--- config.mk ---
export PLATFORM = sky130hd
export DESIGN_NAME = crt_timer
export DESIGN_NICKNAME = d
export VERILOG_FILES = /design/src/include/crt_pkg.sv /design/src/verilog/crt_timer.sv /design/src/verilog/crt_pin_edges.sv
export VERILOG_INCLUDE_DIRS = /design/src /design/src/include
export SDC_FILE = /design/constraint.sdc
export NUM_CORES = 1
export LEC_CHECK = 0
export BUFFER_PORTS_ARGS = -buffer_cell sky130_fd_sc_hd__buf_2
export CAP_MARGIN = 20
export CORE_UTILIZATION = 25
export CTS_CLUSTER_DIAMETER = 40
export DETAILED_ROUTE_END_ITERATION = 7
export SYNTH_ARGS = -nofsm -noshare
export SYNTH_HDL_FRONTEND = slang
export SYNTH_SLANG_ARGS = --single-unit
--- constraint.sdc ---
create_clock -name clock -period 5.4 [get_ports clock]
set_clock_uncertainty 0.2 [all_clocks]
set_input_delay 0.81 -clock clock [delete_from_list [all_inputs] [get_ports clock]]
set_output_delay 0.81 -clock clock [all_outputs]
set_load 0.01 [all_outputs]
--- src/include/crt_consts.svh ---
// Register offsets, field positions and reset values of the capture/reload timer
`ifndef CRT_CONSTS_SVH
`define CRT_CONSTS_SVH
`define CRT_OFS_CONTROL      8'hc8
`define CRT_OFS_RELOAD_LOW   8'hca
`define CRT_OFS_RELOAD_HIGH  8'hcb
`define CRT_OFS_COUNT_LOW    8'hcc
`define CRT_OFS_COUNT_HIGH   8'hcd
`define CRT_OFS_IRQ_STATUS   8'hd0
`define CRT_OFS_IRQ_MASK     8'hd4
`define CRT_BIT_OVF          7
`define CRT_BIT_EDGE         6
`define CRT_BIT_RX_SEL       5
`define CRT_BIT_TX_SEL       4
`define CRT_BIT_PIN_EN       3
`define CRT_BIT_RUN          2
`define CRT_BIT_SRC          1
`define CRT_BIT_CAPT         0
`define CRT_RST_CONTROL      8'h00
`define CRT_RST_BYTE         8'h00
`define CRT_RST_SYNC         8'hfc
`define CRT_TIMER_DIV        2
`define CRT_RESP_OKAY        2'b00
`define CRT_RESP_SLVERR      2'b10
`endif

--- src/include/crt_pkg.sv ---
// Types shared by the capture/reload timer files
package crt_pkg;
    typedef struct packed {
        logic ovf;
        logic edge_f;
        logic rx_sel;
        logic tx_sel;
        logic pin_en;
        logic run;
        logic src;
        logic capt;
    } crt_control_t;

    typedef struct packed {
        logic count_fall;
        logic trig_fall;
    } crt_edges_t;

    typedef struct packed {
        logic count_meta;
        logic count_sync;
        logic count_prev;
        logic trig_meta;
        logic trig_sync;
        logic trig_prev;
        logic count_fall;
        logic trig_fall;
    } crt_sync_state_t;
endpackage : crt_pkg

--- src/verilog/crt_timer.sv ---
// Capture/reload timer with an AXI4-Lite register slave
`timescale 1ns/100ps
`include "crt_consts.svh"

module crt_timer
#(
    parameter int WIDTH = 16
)
(
    input  wire logic        clock,
    input  wire logic        reset,
    input  wire logic [7:0]  s_axi_awaddr,
    input  wire logic        s_axi_awvalid,
    output logic             s_axi_awready,
    input  wire logic [31:0] s_axi_wdata,
    input  wire logic [3:0]  s_axi_wstrb,
    input  wire logic        s_axi_wvalid,
    output logic             s_axi_wready,
    output logic [1:0]       s_axi_bresp,
    output logic             s_axi_bvalid,
    input  wire logic        s_axi_bready,
    input  wire logic [7:0]  s_axi_araddr,
    input  wire logic        s_axi_arvalid,
    output logic             s_axi_arready,
    output logic [31:0]      s_axi_rdata,
    output logic [1:0]       s_axi_rresp,
    output logic             s_axi_rvalid,
    input  wire logic        s_axi_rready,
    input  wire logic        count_input_pin,
    input  wire logic        trigger_pin,
    output logic             rx_baud_tick,
    output logic             tx_baud_tick,
    output logic             irq
);
    typedef struct packed {
        crt_pkg::crt_control_t ctrl;
        logic [WIDTH-1:0]      reload;
        logic [WIDTH-1:0]      count;
        logic                  prescale;
        logic [1:0]            irq_status;
        logic [1:0]            irq_mask;
        logic                  aw_held;
        logic [7:0]            aw_addr;
        logic                  w_held;
        logic [7:0]            w_data;
        logic                  w_strb0;
        logic                  bvalid;
        logic [1:0]            bresp;
        logic                  rvalid;
        logic [31:0]           rdata;
        logic [1:0]            rresp;
        logic                  rx_tick;
        logic                  tx_tick;
        logic                  irq;
    } crt_state_t;

    crt_state_t          st;
    crt_state_t          next_st;
    crt_pkg::crt_edges_t edges;

    crt_pin_edges u_pin_edges
    (
        .clock           (clock),
        .reset           (reset),
        .count_input_pin (count_input_pin),
        .trigger_pin     (trigger_pin),
        .edges           (edges)
    );

    logic baud_mode;
    logic step;
    logic overflow;
    logic trig_act;
    logic do_write;
    logic do_read;
    logic [7:0] wr_byte;

    assign baud_mode = st.ctrl.rx_sel | st.ctrl.tx_sel;
    assign do_write  = st.aw_held && st.w_held && !st.bvalid;
    assign do_read   = s_axi_arvalid && !st.rvalid;
    assign wr_byte   = st.w_data;

    always_comb
    begin
        next_st = st;
        // Timer mode steps on alternate clocks; counter mode on pin edges
        if (!st.ctrl.src)
            step = st.ctrl.run && st.prescale;
        else
            step = st.ctrl.run && edges.count_fall;
        overflow = step && (st.count == {WIDTH{1'b1}});
        trig_act = edges.trig_fall && st.ctrl.pin_en && !baud_mode;
        next_st.prescale = (st.ctrl.run && !st.ctrl.src) ? ~st.prescale : 1'b0;

        if (step)
            next_st.count = st.count + 1'b1;
        if (overflow && (baud_mode || !st.ctrl.capt))
            next_st.count = st.reload;
        if (trig_act && !st.ctrl.capt)
            next_st.count = st.reload;
        if (trig_act && st.ctrl.capt)
            next_st.reload = st.count;

        next_st.rx_tick = overflow && st.ctrl.rx_sel;
        next_st.tx_tick = overflow && st.ctrl.tx_sel;

        // Bus side: address and data may arrive in either order
        next_st.aw_held = st.aw_held | s_axi_awvalid;
        if (s_axi_awvalid && !st.aw_held)
            next_st.aw_addr = s_axi_awaddr;
        next_st.w_held = st.w_held | s_axi_wvalid;
        if (s_axi_wvalid && !st.w_held)
        begin
            next_st.w_data  = s_axi_wdata[7:0];
            next_st.w_strb0 = s_axi_wstrb[0];
        end
        if (st.bvalid && s_axi_bready)
            next_st.bvalid = 1'b0;

        if (do_write)
        begin
            next_st.aw_held = 1'b0;
            next_st.w_held  = 1'b0;
            next_st.bvalid  = 1'b1;
            next_st.bresp   = `CRT_RESP_OKAY;
            if (st.aw_addr == `CRT_OFS_CONTROL)
            begin
                if (st.w_strb0)
                    next_st.ctrl = wr_byte;
            end
            else if (st.aw_addr == `CRT_OFS_RELOAD_LOW)
            begin
                if (st.w_strb0)
                    next_st.reload[7:0] = wr_byte;
            end
            else if (st.aw_addr == `CRT_OFS_RELOAD_HIGH)
            begin
                if (st.w_strb0)
                    next_st.reload[15:8] = wr_byte;
            end
            else if (st.aw_addr == `CRT_OFS_COUNT_LOW)
            begin
                if (st.w_strb0)
                    next_st.count[7:0] = wr_byte;
            end
            else if (st.aw_addr == `CRT_OFS_COUNT_HIGH)
            begin
                if (st.w_strb0)
                    next_st.count[15:8] = wr_byte;
            end
            else if (st.aw_addr == `CRT_OFS_IRQ_MASK)
            begin
                if (st.w_strb0)
                    next_st.irq_mask = wr_byte[1:0];
            end
            else if (st.aw_addr != `CRT_OFS_IRQ_STATUS)
                next_st.bresp = `CRT_RESP_SLVERR;
        end

        if (st.rvalid && s_axi_rready)
            next_st.rvalid = 1'b0;
        if (do_read)
        begin
            next_st.rvalid = 1'b1;
            next_st.rresp  = `CRT_RESP_OKAY;
            next_st.rdata  = 32'h0000_0000;
            if (s_axi_araddr == `CRT_OFS_CONTROL)
                next_st.rdata[7:0] = st.ctrl;
            else if (s_axi_araddr == `CRT_OFS_RELOAD_LOW)
                next_st.rdata[7:0] = st.reload[7:0];
            else if (s_axi_araddr == `CRT_OFS_RELOAD_HIGH)
                next_st.rdata[7:0] = st.reload[15:8];
            else if (s_axi_araddr == `CRT_OFS_COUNT_LOW)
                next_st.rdata[7:0] = st.count[7:0];
            else if (s_axi_araddr == `CRT_OFS_COUNT_HIGH)
                next_st.rdata[7:0] = st.count[15:8];
            else if (s_axi_araddr == `CRT_OFS_IRQ_STATUS)
            begin
                next_st.rdata[1:0] = st.irq_status;
                next_st.irq_status = 2'b00;
            end
            else if (s_axi_araddr == `CRT_OFS_IRQ_MASK)
                next_st.rdata[1:0] = st.irq_mask;
            else
                next_st.rresp = `CRT_RESP_SLVERR;
        end

        // Hardware sets applied last so an event beats a same-cycle clear
        if (overflow && !baud_mode)
        begin
            next_st.ctrl.ovf       = 1'b1;
            next_st.irq_status[1]  = 1'b1;
        end
        if (trig_act)
        begin
            next_st.ctrl.edge_f    = 1'b1;
            next_st.irq_status[0]  = 1'b1;
        end
        next_st.irq = |(next_st.irq_status & next_st.irq_mask);
    end

    always_ff @(posedge clock or posedge reset)
    begin
        if (reset)
        begin
            st      <= '0;
            st.ctrl <= `CRT_RST_CONTROL;
        end
        else
            st <= next_st;
    end

    // Each channel is ready only while it holds nothing latched; each channel buffered once
    always_comb
    begin
        s_axi_awready = !st.aw_held;
        s_axi_wready  = !st.w_held;
        s_axi_arready = !st.rvalid;
    end
    assign s_axi_bvalid = st.bvalid;
    assign s_axi_bresp  = st.bresp;
    assign s_axi_rvalid = st.rvalid;
    assign s_axi_rdata  = st.rdata;
    assign s_axi_rresp  = st.rresp;
    assign rx_baud_tick = st.rx_tick;
    assign tx_baud_tick = st.tx_tick;
    assign irq          = st.irq;
endmodule : crt_timer

--- src/verilog/crt_pin_edges.sv ---
// Two-flop synchronisers and falling-edge detectors for the count and trigger pins
`timescale 1ns/100ps
`include "crt_consts.svh"
module crt_pin_edges
(
    input  wire logic                clock,
    input  wire logic                reset,
    input  wire logic                count_input_pin,
    input  wire logic                trigger_pin,
    output crt_pkg::crt_edges_t      edges
);
    crt_pkg::crt_sync_state_t st;
    crt_pkg::crt_sync_state_t next_st;

    always_comb
    begin
        next_st = st;
        next_st.count_meta = count_input_pin;
        next_st.count_sync = st.count_meta;
        next_st.count_prev = st.count_sync;
        next_st.trig_meta  = trigger_pin;
        next_st.trig_sync  = st.trig_meta;
        next_st.trig_prev  = st.trig_sync;
        // Only synchronised samples feed the comparison
        next_st.count_fall = st.count_prev & ~st.count_sync;
        next_st.trig_fall  = st.trig_prev & ~st.trig_sync;
    end

    always_ff @(posedge clock or posedge reset)
    begin
        if (reset)
            // Samples start at the idle-high level so reset gives no false edge
            st <= `CRT_RST_SYNC;
        else
            st <= next_st;
    end

    assign edges.count_fall = st.count_fall;
    assign edges.trig_fall  = st.trig_fall;
endmodule : crt_pin_edges

==> results of run 1 <==
-- layout by cell type, fill, tap and decap left out, types with 5 or more instances in the layout --
| master | netlist | routed |
|---|---|---|
| sky130_fd_sc_hd__dfstp_2 | 6 | 6 |
| sky130_fd_sc_hd__nand2_1 | 36 | 36 |
| sky130_fd_sc_hd__a221oi_1 | 14 | 14 |
| sky130_fd_sc_hd__nand2b_1 | 10 | 10 |
| sky130_fd_sc_hd__nor4_1 | 6 | 6 |
| sky130_fd_sc_hd__nor3_1 | 16 | 16 |
| sky130_fd_sc_hd__clkbuf_16 | 0 | 9 |
| sky130_fd_sc_hd__inv_1 | 15 | 14 |
| sky130_fd_sc_hd__nor2b_1 | 8 | 8 |
| sky130_fd_sc_hd__nor2_1 | 23 | 23 |
| sky130_fd_sc_hd__nand3_1 | 5 | 5 |
| sky130_fd_sc_hd__nand4_1 | 6 | 6 |
| sky130_fd_sc_hd__conb_1 | 1 | 26 |
| sky130_fd_sc_hd__a21oi_1 | 22 | 22 |
| sky130_fd_sc_hd__o21ai_0 | 24 | 24 |
| sky130_fd_sc_hd__buf_2 | 6 | 51 |
| sky130_fd_sc_hd__mux2i_1 | 32 | 32 |
| sky130_fd_sc_hd__mux2_2 | 22 | 22 |
| sky130_fd_sc_hd__dfrtp_1 | 81 | 81 |
| sky130_fd_sc_hd__a221o_1 | 6 | 6 |
| sky130_fd_sc_hd__xor2_1 | 13 | 13 |
-- state kept, by name (all words and copies together), names as in the netlist --
signal               flops
irq                      1
rx_baud_tick             1
s_axi_bresp              1
s_axi_bvalid             1
s_axi_rdata              8
s_axi_rresp              1
s_axi_rvalid             1
st                      56
tx_baud_tick             1
u_pin_edges.edges        2
u_pin_edges.next_st      4
u_pin_edges.st           2
wr_byte                  8
-- cell type report --
| class | count | area (µm²) | share of cell area (%) |
|---|---|---|---|
| Tap cell | 234 | 293 | 5.41 |
| Clock buffer | 10 | 239 | 4.42 |
| Clock inverter | 6 | 92.6 | 1.71 |
| Timing Repair Buffer | 57 | 317 | 5.85 |
| Multi-Input combinational cell | 320 | 2230 | 41.2 |
| Inverter | 15 | 57.6 | 1.06 |
| Sequential cell | 87 | 2180 | 40.4 |
-- power by group through the flow --
stage | clock [µW] | combinational (µW) | sequential, µW
2_1_floorplan | 0 | 339 | 938
3_3_place_gp | 0 | 388 | 1010
3_5_place_dp | 0 | 401 | 1020
4_1_cts | 709 | 402 | 1000
5_1_grt | 736 | 445 | 1030
6_report | 690 | 395 | 1000
-- synthesized netlist by cell type, drive strengths merged (3+ instances only) --
cell	number	share of area [%]
a21oi	22	2.3
a221o	6	1.3
a221oi	14	2.6
a22o	3	0.55
buf	46	7.2
clkbuf	9	0.74
dfrtp	81	43
dfstp	6	3.3
inv	15	1.2
mux2	22	5.2
mux2i	32	6.7
nand2	36	2.8
nand2b	10	1.3
nand3	5	0.53
nand3b	5	1.1
nand4	8	1.7
nor2	23	1.8
nor2b	8	1.1
nor3	17	1.9
nor3b	4	0.74
nor4	12	2.7
o21ai	24	2.5
xnor2	3	0.55
xor2	13	2.4
-- critical path, delay by kind of cell --
| family | cells | cell delay, ns |
|---|---|---|
| AO/OA/AOI/OAI | 2 | 0.27 |
| AND/OR/NAND/NOR | 2 | 1.08 |
| buffers and inverters | 2 | 0.50 |
-- kinds of logic (layout without fill, tap and decap cells) --
group,count (synthesis),after routing
and+or+nand+nor,137,137
DFF,87,87
AOI/OAI and AO/OA,86,86
buffers and inverters,70,88
muxes,54,54
xor gates and xnor gates,16,16
adders and majority gates,1,1
other,1,26
-- routing by layer --
layer	share of wire (%)	track usage, %	wire length [µm]	vias to the layer above
li1	-	-	-	1643
met1	45	16.8	5110	1632
met2	49	19.4	5520	90
met3	5.0	2.50	565	11
met4	1.3	4.34	153	0
met5	0	0	0	-
-- worst paths after layout --
path	to	slack [ns]	cells past startpoint
max in group asynchronous	u_pin_edges.st[5]$_DFF_PP1_	4.04	3
worst min-delay path	u_pin_edges.next_st[5]$_DFF_PP1_	0.16	0
min in group asynchronous	st[92]$_DFF_PP0_	0.22	2
worst max-delay path	s_axi_rdata[3]$_DFFE_PP0P_	2.81	6
worst min register to register	u_pin_edges.next_st[5]$_DFF_PP1_	0.16	0
worst max register to register	st[87]$_DFF_PP0_	2.97	5
-- metrics by stage --
step           util [%]  hold slack, ns  instances
6_report           29.0           0.156        729
5_1_grt            29.0           0.161        729
4_1_cts            28.9           0.157        728
3_5_place_dp       27.1           0.147        712
3_3_place_gp       27.1           0.146        711
2_1_floorplan         -           0.145        477
==> run summary, run 1 <==
ROUTE
----------------------------------------------------------------------------------------
DRT Pass-1 Iters                                                                       4
Total via count in the routed design                                               3,376
Avg Vias per Cell                                                                   4.63
DRT iter0 DRCs                                                                       240
DRC violation count after routing                                                      0
Post-route ant nets                                                                    0
DRT Wirelength                                                                 11,300 µm
Detailed-route wire length per cell                                              15.6 µm

POWER AND IR DROP
----------------------------------------------------------------------------------------
Leakage component of the power                                                0.00252 µW
Psw                                                                               666 µW
IR Drop Worst-Case VDD                                                        0.000166 V
Switching power as a share of total power                                          31.9%
Part of the total power dissipated in the clock network                            33.0%
Portion of total power attributed to combinational logic                           18.9%
Power density relative to cell area                                           386 nW/µm²
Share of power burned in registers                                                 48.0%
PnR Total Power                                                                  2090 µW
Cell-internal power                                                              1420 µW

GRT
----------------------------------------------------------------------------------------
GRT Util Overall                                                                   12.4%
Wire length of the first global-routing pass                                   18,600 µm
Via count of the first global-routing pass                                         3,286
Residual overflow from global routing                                                  0
Antenna violations before repair                                                       0
Pin count of the biggest net entering global routing                                  59

TIMING
----------------------------------------------------------------------------------------
Slew at the pin closest to its max-slew limit                                    1.09 ns
Final worst-path setup slack                                                     2.81 ns
Top achievable clock speed                                                       387 MHz
Number of setup violations in the final report                                         0
RSZ-0062 raised after global routing                                               false
Final critical delay including setup and external delays                         2.59 ns
Pins over their slew limit                                                             0
Accumulated negative setup slack                                                    0 ns
Worst slew margin                                                                  27.2%
Portion of the clock cycle consumed by the worst path in the final layout          47.9%
Hold Fails Final Rpt                                                                   0

CRITICAL PATH
----------------------------------------------------------------------------------------
Critical register-to-register path startpoint                               s_axi_bvalid$_DFFE_PP0P_
Slowest cell on the critical path                                           sky130_fd_sc_hd__nor4_2
Critical Path End Type                                                              flop
Largest fanout on the critical path                                                   16
Critical path origin                                                        s_axi_araddr[1]
CP Cell Sequence                                                            buf_2 > inv_1 > nor4_2 > a221oi_1 > nor3_1 > a221o_1
Largest stage delay on the critical path                                         0.72 ns
Critical path data required time                                                 5.49 ns
Critical path data arrival time                                                  2.68 ns
Critical Setup Path Class                                                   input port to flop
Type of origin of the critical path                                           input port

YOSYS
----------------------------------------------------------------------------------------
XOR/XNOR Fraction of Synth Area                                                    2.95%
Synth cell types                                                                      59
Post-Synth Simple-Gate Area                                                        17.4%
Fraction of the mapped netlist area in adder cells                                0.263%
Post-synthesis mux area share                                                      11.9%
Number of flops mapped to enable cells by yosys                                        0
Post-Syn Area per Cell                                                          10.5 µm²
Synthesized netlist cell count                                                       452
Post-synthesis compound-gate area fraction                                         12.3%
Post-synthesis register bit count                                                     87
FFs w/ async S/R, synth                                                             100%
Leading register cell type out of synthesis                                 sky130_fd_sc_hd__dfrtp_1
Post-Synthesis Cell Area                                                        4750 µm²
Fraction of the yosys area taken by sequential cells                               45.9%
Yosys warns                                                                            0
Largest family of logic cells by synthesized area                           simple AND/OR/NAND/NOR gates

LAYOUT
----------------------------------------------------------------------------------------
Final #Nets                                                                          552
Area overhead of the layout relative to synthesis                                  13.8%
Fill cells                                                                         1,929
Layout cells sized above 1                                                         23.6%
Antenna diode instance count                                                           0
Final Cell Area                                                                 5410 µm²

CLOCK NETWORK
----------------------------------------------------------------------------------------
Clock slew at reported path FFs                                                  0.07 ns
CTS Buffer Depth                                                                       2
Cts bufs inserted                                                                      9
Number of clock sinks                                                                 87
Clock Latency Late Sink                                                          0.35 ns
Clock tree from TritonCTS                                                          built
Cell at the root of the clock tree                                          sky130_fd_sc_hd__clkbuf_16
Setup fix buffers added after clock tree synthesis                                     0
Hold buffers post-CTS                                                                  0
Number of H-tree levels                                                                3
Cts repair resizes                                                                     0

PLACE
----------------------------------------------------------------------------------------
HPWL after DPL                                                                   8270 µm
Placed inst area                                                                5060 µm²
Routability Congestion                                                             0.855
Placement-stage worst setup slack                                                2.48 ns
Count of buffers inserted at the top-level ports                                      51

FLOORPLANNING
----------------------------------------------------------------------------------------
Width of the die                                                                  140 µm
Die area                                                                      19,600 µm²
Num rows                                                                              50
I/O pin total                                                                        105
Effective utilization at floorplan                                                 25.5%
Height of the die                                                                 140 µm
Placeable core region                                                         18,600 µm²

RUN STATUS
----------------------------------------------------------------------------------------
Outcome                                                                     finished clean

HOLD PATH
----------------------------------------------------------------------------------------
Worst min-delay path startpoint                                             u_pin_edges.next_st[6]$_DFF_PP1_
Worst min-delay path category                                               flop to flop

JOB
----------------------------------------------------------------------------------------
Number of maximum-capacitance violations                                               0

Power figures use the tool's default switching activity.
==> inputs of run 2 (changes only) <==
==> constraint.sdc (replaced) <==
create_clock -name clock -period 2.6 [get_ports clock]
set_clock_uncertainty 0.2 [all_clocks]
set_input_delay 0.39 -clock clock [delete_from_list [all_inputs] [get_ports clock]]
set_output_delay 0.39 -clock clock [all_outputs]
set_load 0.01 [all_outputs]
==> run 2 against run 1 <==
  * Register-to-register slack worse by 2.5 ns
  * Final area is 1.1% higher
  * Largest power group unchanged
  * Critical path depth down 1
  * Largest cell class unchanged
  * Die area is the same
  * Sequential power grew 110%
==> run summary, run 2 (synthesis gave the netlist of run 1 again) <==
RUN STATUS
----------------------------------------------------------------------------------------
Outcome                                                                     finished clean

POWER AND IR DROP
----------------------------------------------------------------------------------------
Portion of total power attributed to combinational logic                           20.7%   +1.8 points
Switching power as a share of total power                                          33.4%   +1.5 points
Share of power burned in registers                                                 50.6%   +2.6 points
PnR Total Power                                                                  4120 µW   +97%
Psw                                                                              1380 µW   +110%
Leakage component of the power                                                0.00255 µW   +1.0%
Cell-internal power                                                              2740 µW   +93%
Part of the total power dissipated in the clock network                            28.7%   -4.3 points
Power density relative to cell area                                           753 nW/µm²   +95%
IR Drop Worst-Case VDD                                                        0.000256 V   +54%

FLOORPLANNING
----------------------------------------------------------------------------------------
I/O pin total                                                                        105   unchanged
Placeable core region                                                         18,600 µm²   unchanged
Die area                                                                      19,600 µm²   unchanged
Num rows                                                                              50   unchanged
Width of the die                                                                  140 µm   unchanged
Effective utilization at floorplan                                                 25.5%   unchanged
Height of the die                                                                 140 µm   unchanged

LAYOUT
----------------------------------------------------------------------------------------
Antenna diode instance count                                                           0   unchanged
Fill cells                                                                         1,995   +3.4%
Register name with the most flops                                                     st
Area overhead of the layout relative to synthesis                                  15.1%
Number of standard cells in the layout, taps in and fillers out                      743   +1.9%
Area of combinational cells with multiple inputs                                2230 µm²   unchanged
Most common cell after layout, fill and taps aside                          sky130_fd_sc_hd__dfrtp_1
Commonest cells after routing, fill and taps aside                          81 x sky130_fd_sc_hd__dfrtp_1, 51 x sky130_fd_sc_hd__buf_2, 36 x sky130_fd_sc_hd__nand2_1
Layout cells sized above 1                                                         24.8%   +1.1 points
Final Cell Area                                                                 5470 µm²   +1.1%
Area taken by flip-flops and latches                                            2180 µm²   unchanged
Final #Nets                                                                          566   +2.5%
Max reg flops                                                                         56   unchanged

TIMING
----------------------------------------------------------------------------------------
Worst slew margin                                                                  52.2%   +25 points
Final worst-path setup slack                                                    0.438 ns   -2.38 ns
Number of setup violations in the final report                                         0   unchanged
Pins over their slew limit                                                             0   unchanged
Portion of the clock cycle consumed by the worst path in the final layout          83.2%
RSZ-0062 raised after global routing                                               false
Final critical delay including setup and external delays                         2.16 ns
Accumulated negative setup slack                                                    0 ns   unchanged
Slew at the pin closest to its max-slew limit                                   0.715 ns   -0.377 ns
Top achievable clock speed                                                       463 MHz
Hold Fails Final Rpt                                                                   0   unchanged

CLOCK NETWORK
----------------------------------------------------------------------------------------
Number of H-tree levels                                                                3   unchanged
Cell at the root of the clock tree                                          sky130_fd_sc_hd__clkbuf_16
CTS Buffer Depth                                                                       2   unchanged
Cts bufs inserted                                                                      9   unchanged
Clock Latency Late Sink                                                          0.35 ns   about the same
Hold buffers post-CTS                                                                  3   +3
Setup fix buffers added after clock tree synthesis                                     0   unchanged
Clock tree from TritonCTS                                                          built
Cts repair resizes                                                                     0   unchanged
Clock slew at reported path FFs                                                  0.06 ns   about the same
Number of clock sinks                                                                 87   unchanged

GRT
----------------------------------------------------------------------------------------
GRT Util Overall                                                                   12.4%   +0.057 points
Via count of the first global-routing pass                                         3,387   +3.1%
Wire length of the first global-routing pass                                   18,800 µm   +1.1%
Antenna violations before repair                                                       0   unchanged
Pin count of the biggest net entering global routing                                  88   +49%
Residual overflow from global routing                                                  0   unchanged

ROUTE
----------------------------------------------------------------------------------------
DRT Pass-1 Iters                                                                       5   +1
DRC violation count after routing                                                      0   unchanged
Post-route ant nets                                                                    0   unchanged
Total via count in the routed design                                               3,476   +3.0%
DRT iter0 DRCs                                                                       211   -12%
Avg Vias per Cell                                                                   4.68   +1.0%
Detailed-route wire length per cell                                              15.4 µm   -0.92%
DRT Wirelength                                                                 11,500 µm   +0.98%

PLACE
----------------------------------------------------------------------------------------
Count of buffers inserted at the top-level ports                                      51   unchanged
Placement-stage worst setup slack                                               0.322 ns   -2.15 ns
Number of cells after detailed placement                                             724   +1.7%
Routability Congestion                                                             0.850   -0.53%
HPWL after DPL                                                                   8300 µm   +0.35%
Placed inst area                                                                5170 µm²   +2.2%

HOLD PATH
----------------------------------------------------------------------------------------
Endpoint of the worst hold-timing path                                      s_axi_rvalid$_DFFE_PP0P_
Worst min-delay path startpoint                                             s_axi_rready
Hold Path Depth                                                                        2   +2
Worst min-delay path category                                               input port to flop

CRITICAL PATH
----------------------------------------------------------------------------------------
Depth of the worst register-to-register path                                           5   unchanged
Critical Setup Path Class                                                   flop to flop
Largest stage delay on the critical path                                         0.40 ns   -0.32 ns
Largest fanout on the critical path                                                    4   -12
R2R setup slack                                                                  0.44 ns   -2.53 ns
Critical path origin                                                        s_axi_bvalid$_DFFE_PP0P_
Critical register-to-register path startpoint                               s_axi_bvalid$_DFFE_PP0P_
Critical path data arrival time                                                  2.19 ns   -0.49 ns
Largest delay contributor family on the critical path                       simple AND/OR/NAND/NOR gates
Critical Path End Type                                                              flop
Endpoint of the lowest-slack register-to-register path                      irq$_DFF_PP0_
Type of origin of the critical path                                                 flop
CP Cell Sequence                                                            nand3b_2 > or2_1 > nor3_2 > mux2_2 > o2bb2ai_1
Critical path data required time                                                 2.63 ns   -2.86 ns
Slowest cell on the critical path                                           sky130_fd_sc_hd__nor3_2
Buf/Inv on CP                                                                          0   -2

JOB
----------------------------------------------------------------------------------------
Number of maximum-capacitance violations                                               0   unchanged

run 2: area by class of cell:
type                       instances  area share, %
multi-input combinational        320           40.7
sequential                        87           39.9
tap                              234           5.35
clock buffer                      11           4.25
timing repair buffer              71           8.00
inverter                          15           1.10
clock inverter                     5          0.640
run 2: metal layers:
layer	track usage (%)	share of wire, %	vias up
met1	16.9	47	1679
met2	18.6	45	102
met3	2.12	5.0	24
li1	-	-	1671
met5	0	0	-
met4	7.11	2.8	0
run 2: worst max path at each step:
| stage | to | slack, ns | cells past startpoint |
|---|---|---|---|
| after floorplan | irq$_DFF_PP0_ | 0.56 | 5 |
| after global placement | s_axi_rdata[5]$_DFFE_PP0P_ | 0.33 | 6 |
| after detailed placement | s_axi_rdata[5]$_DFFE_PP0P_ | 0.32 | 6 |
| after CTS | irq$_DFF_PP0_ | 0.41 | 5 |
| after global routing | st[80]$_DFF_PP0_ | 0.30 | 7 |
| final | irq$_DFF_PP0_ | 0.44 | 5 |
run 2: metrics by stage:
step           utilization [%]  hold slack [ns]
3_3_place_gp              27.8            0.146
2_1_floorplan                -            0.145
4_1_cts                   29.4           0.0231
6_report                  29.4           0.0300
3_5_place_dp              27.8            0.147
5_1_grt                   29.4           0.0332
run 2: worst register-to-register path, delay by kind of cell, from the launching register on:
kind / cells / cell delay (ns)
simple gates: 3 / 0.94
mux: 1 / 0.40
flops: 1 / 0.39
compound gates: 1 / 0.12
run 2: power by group through the flow:
stage | combinational, µW | sequential, µW | clock (µW)
2_1_floorplan | 704 | 1950 | 0
3_3_place_gp | 841 | 2100 | 0
3_5_place_dp | 861 | 2110 | 0
4_1_cts | 867 | 2080 | 1230
5_1_grt | 958 | 2140 | 1270
6_report | 852 | 2090 | 1180
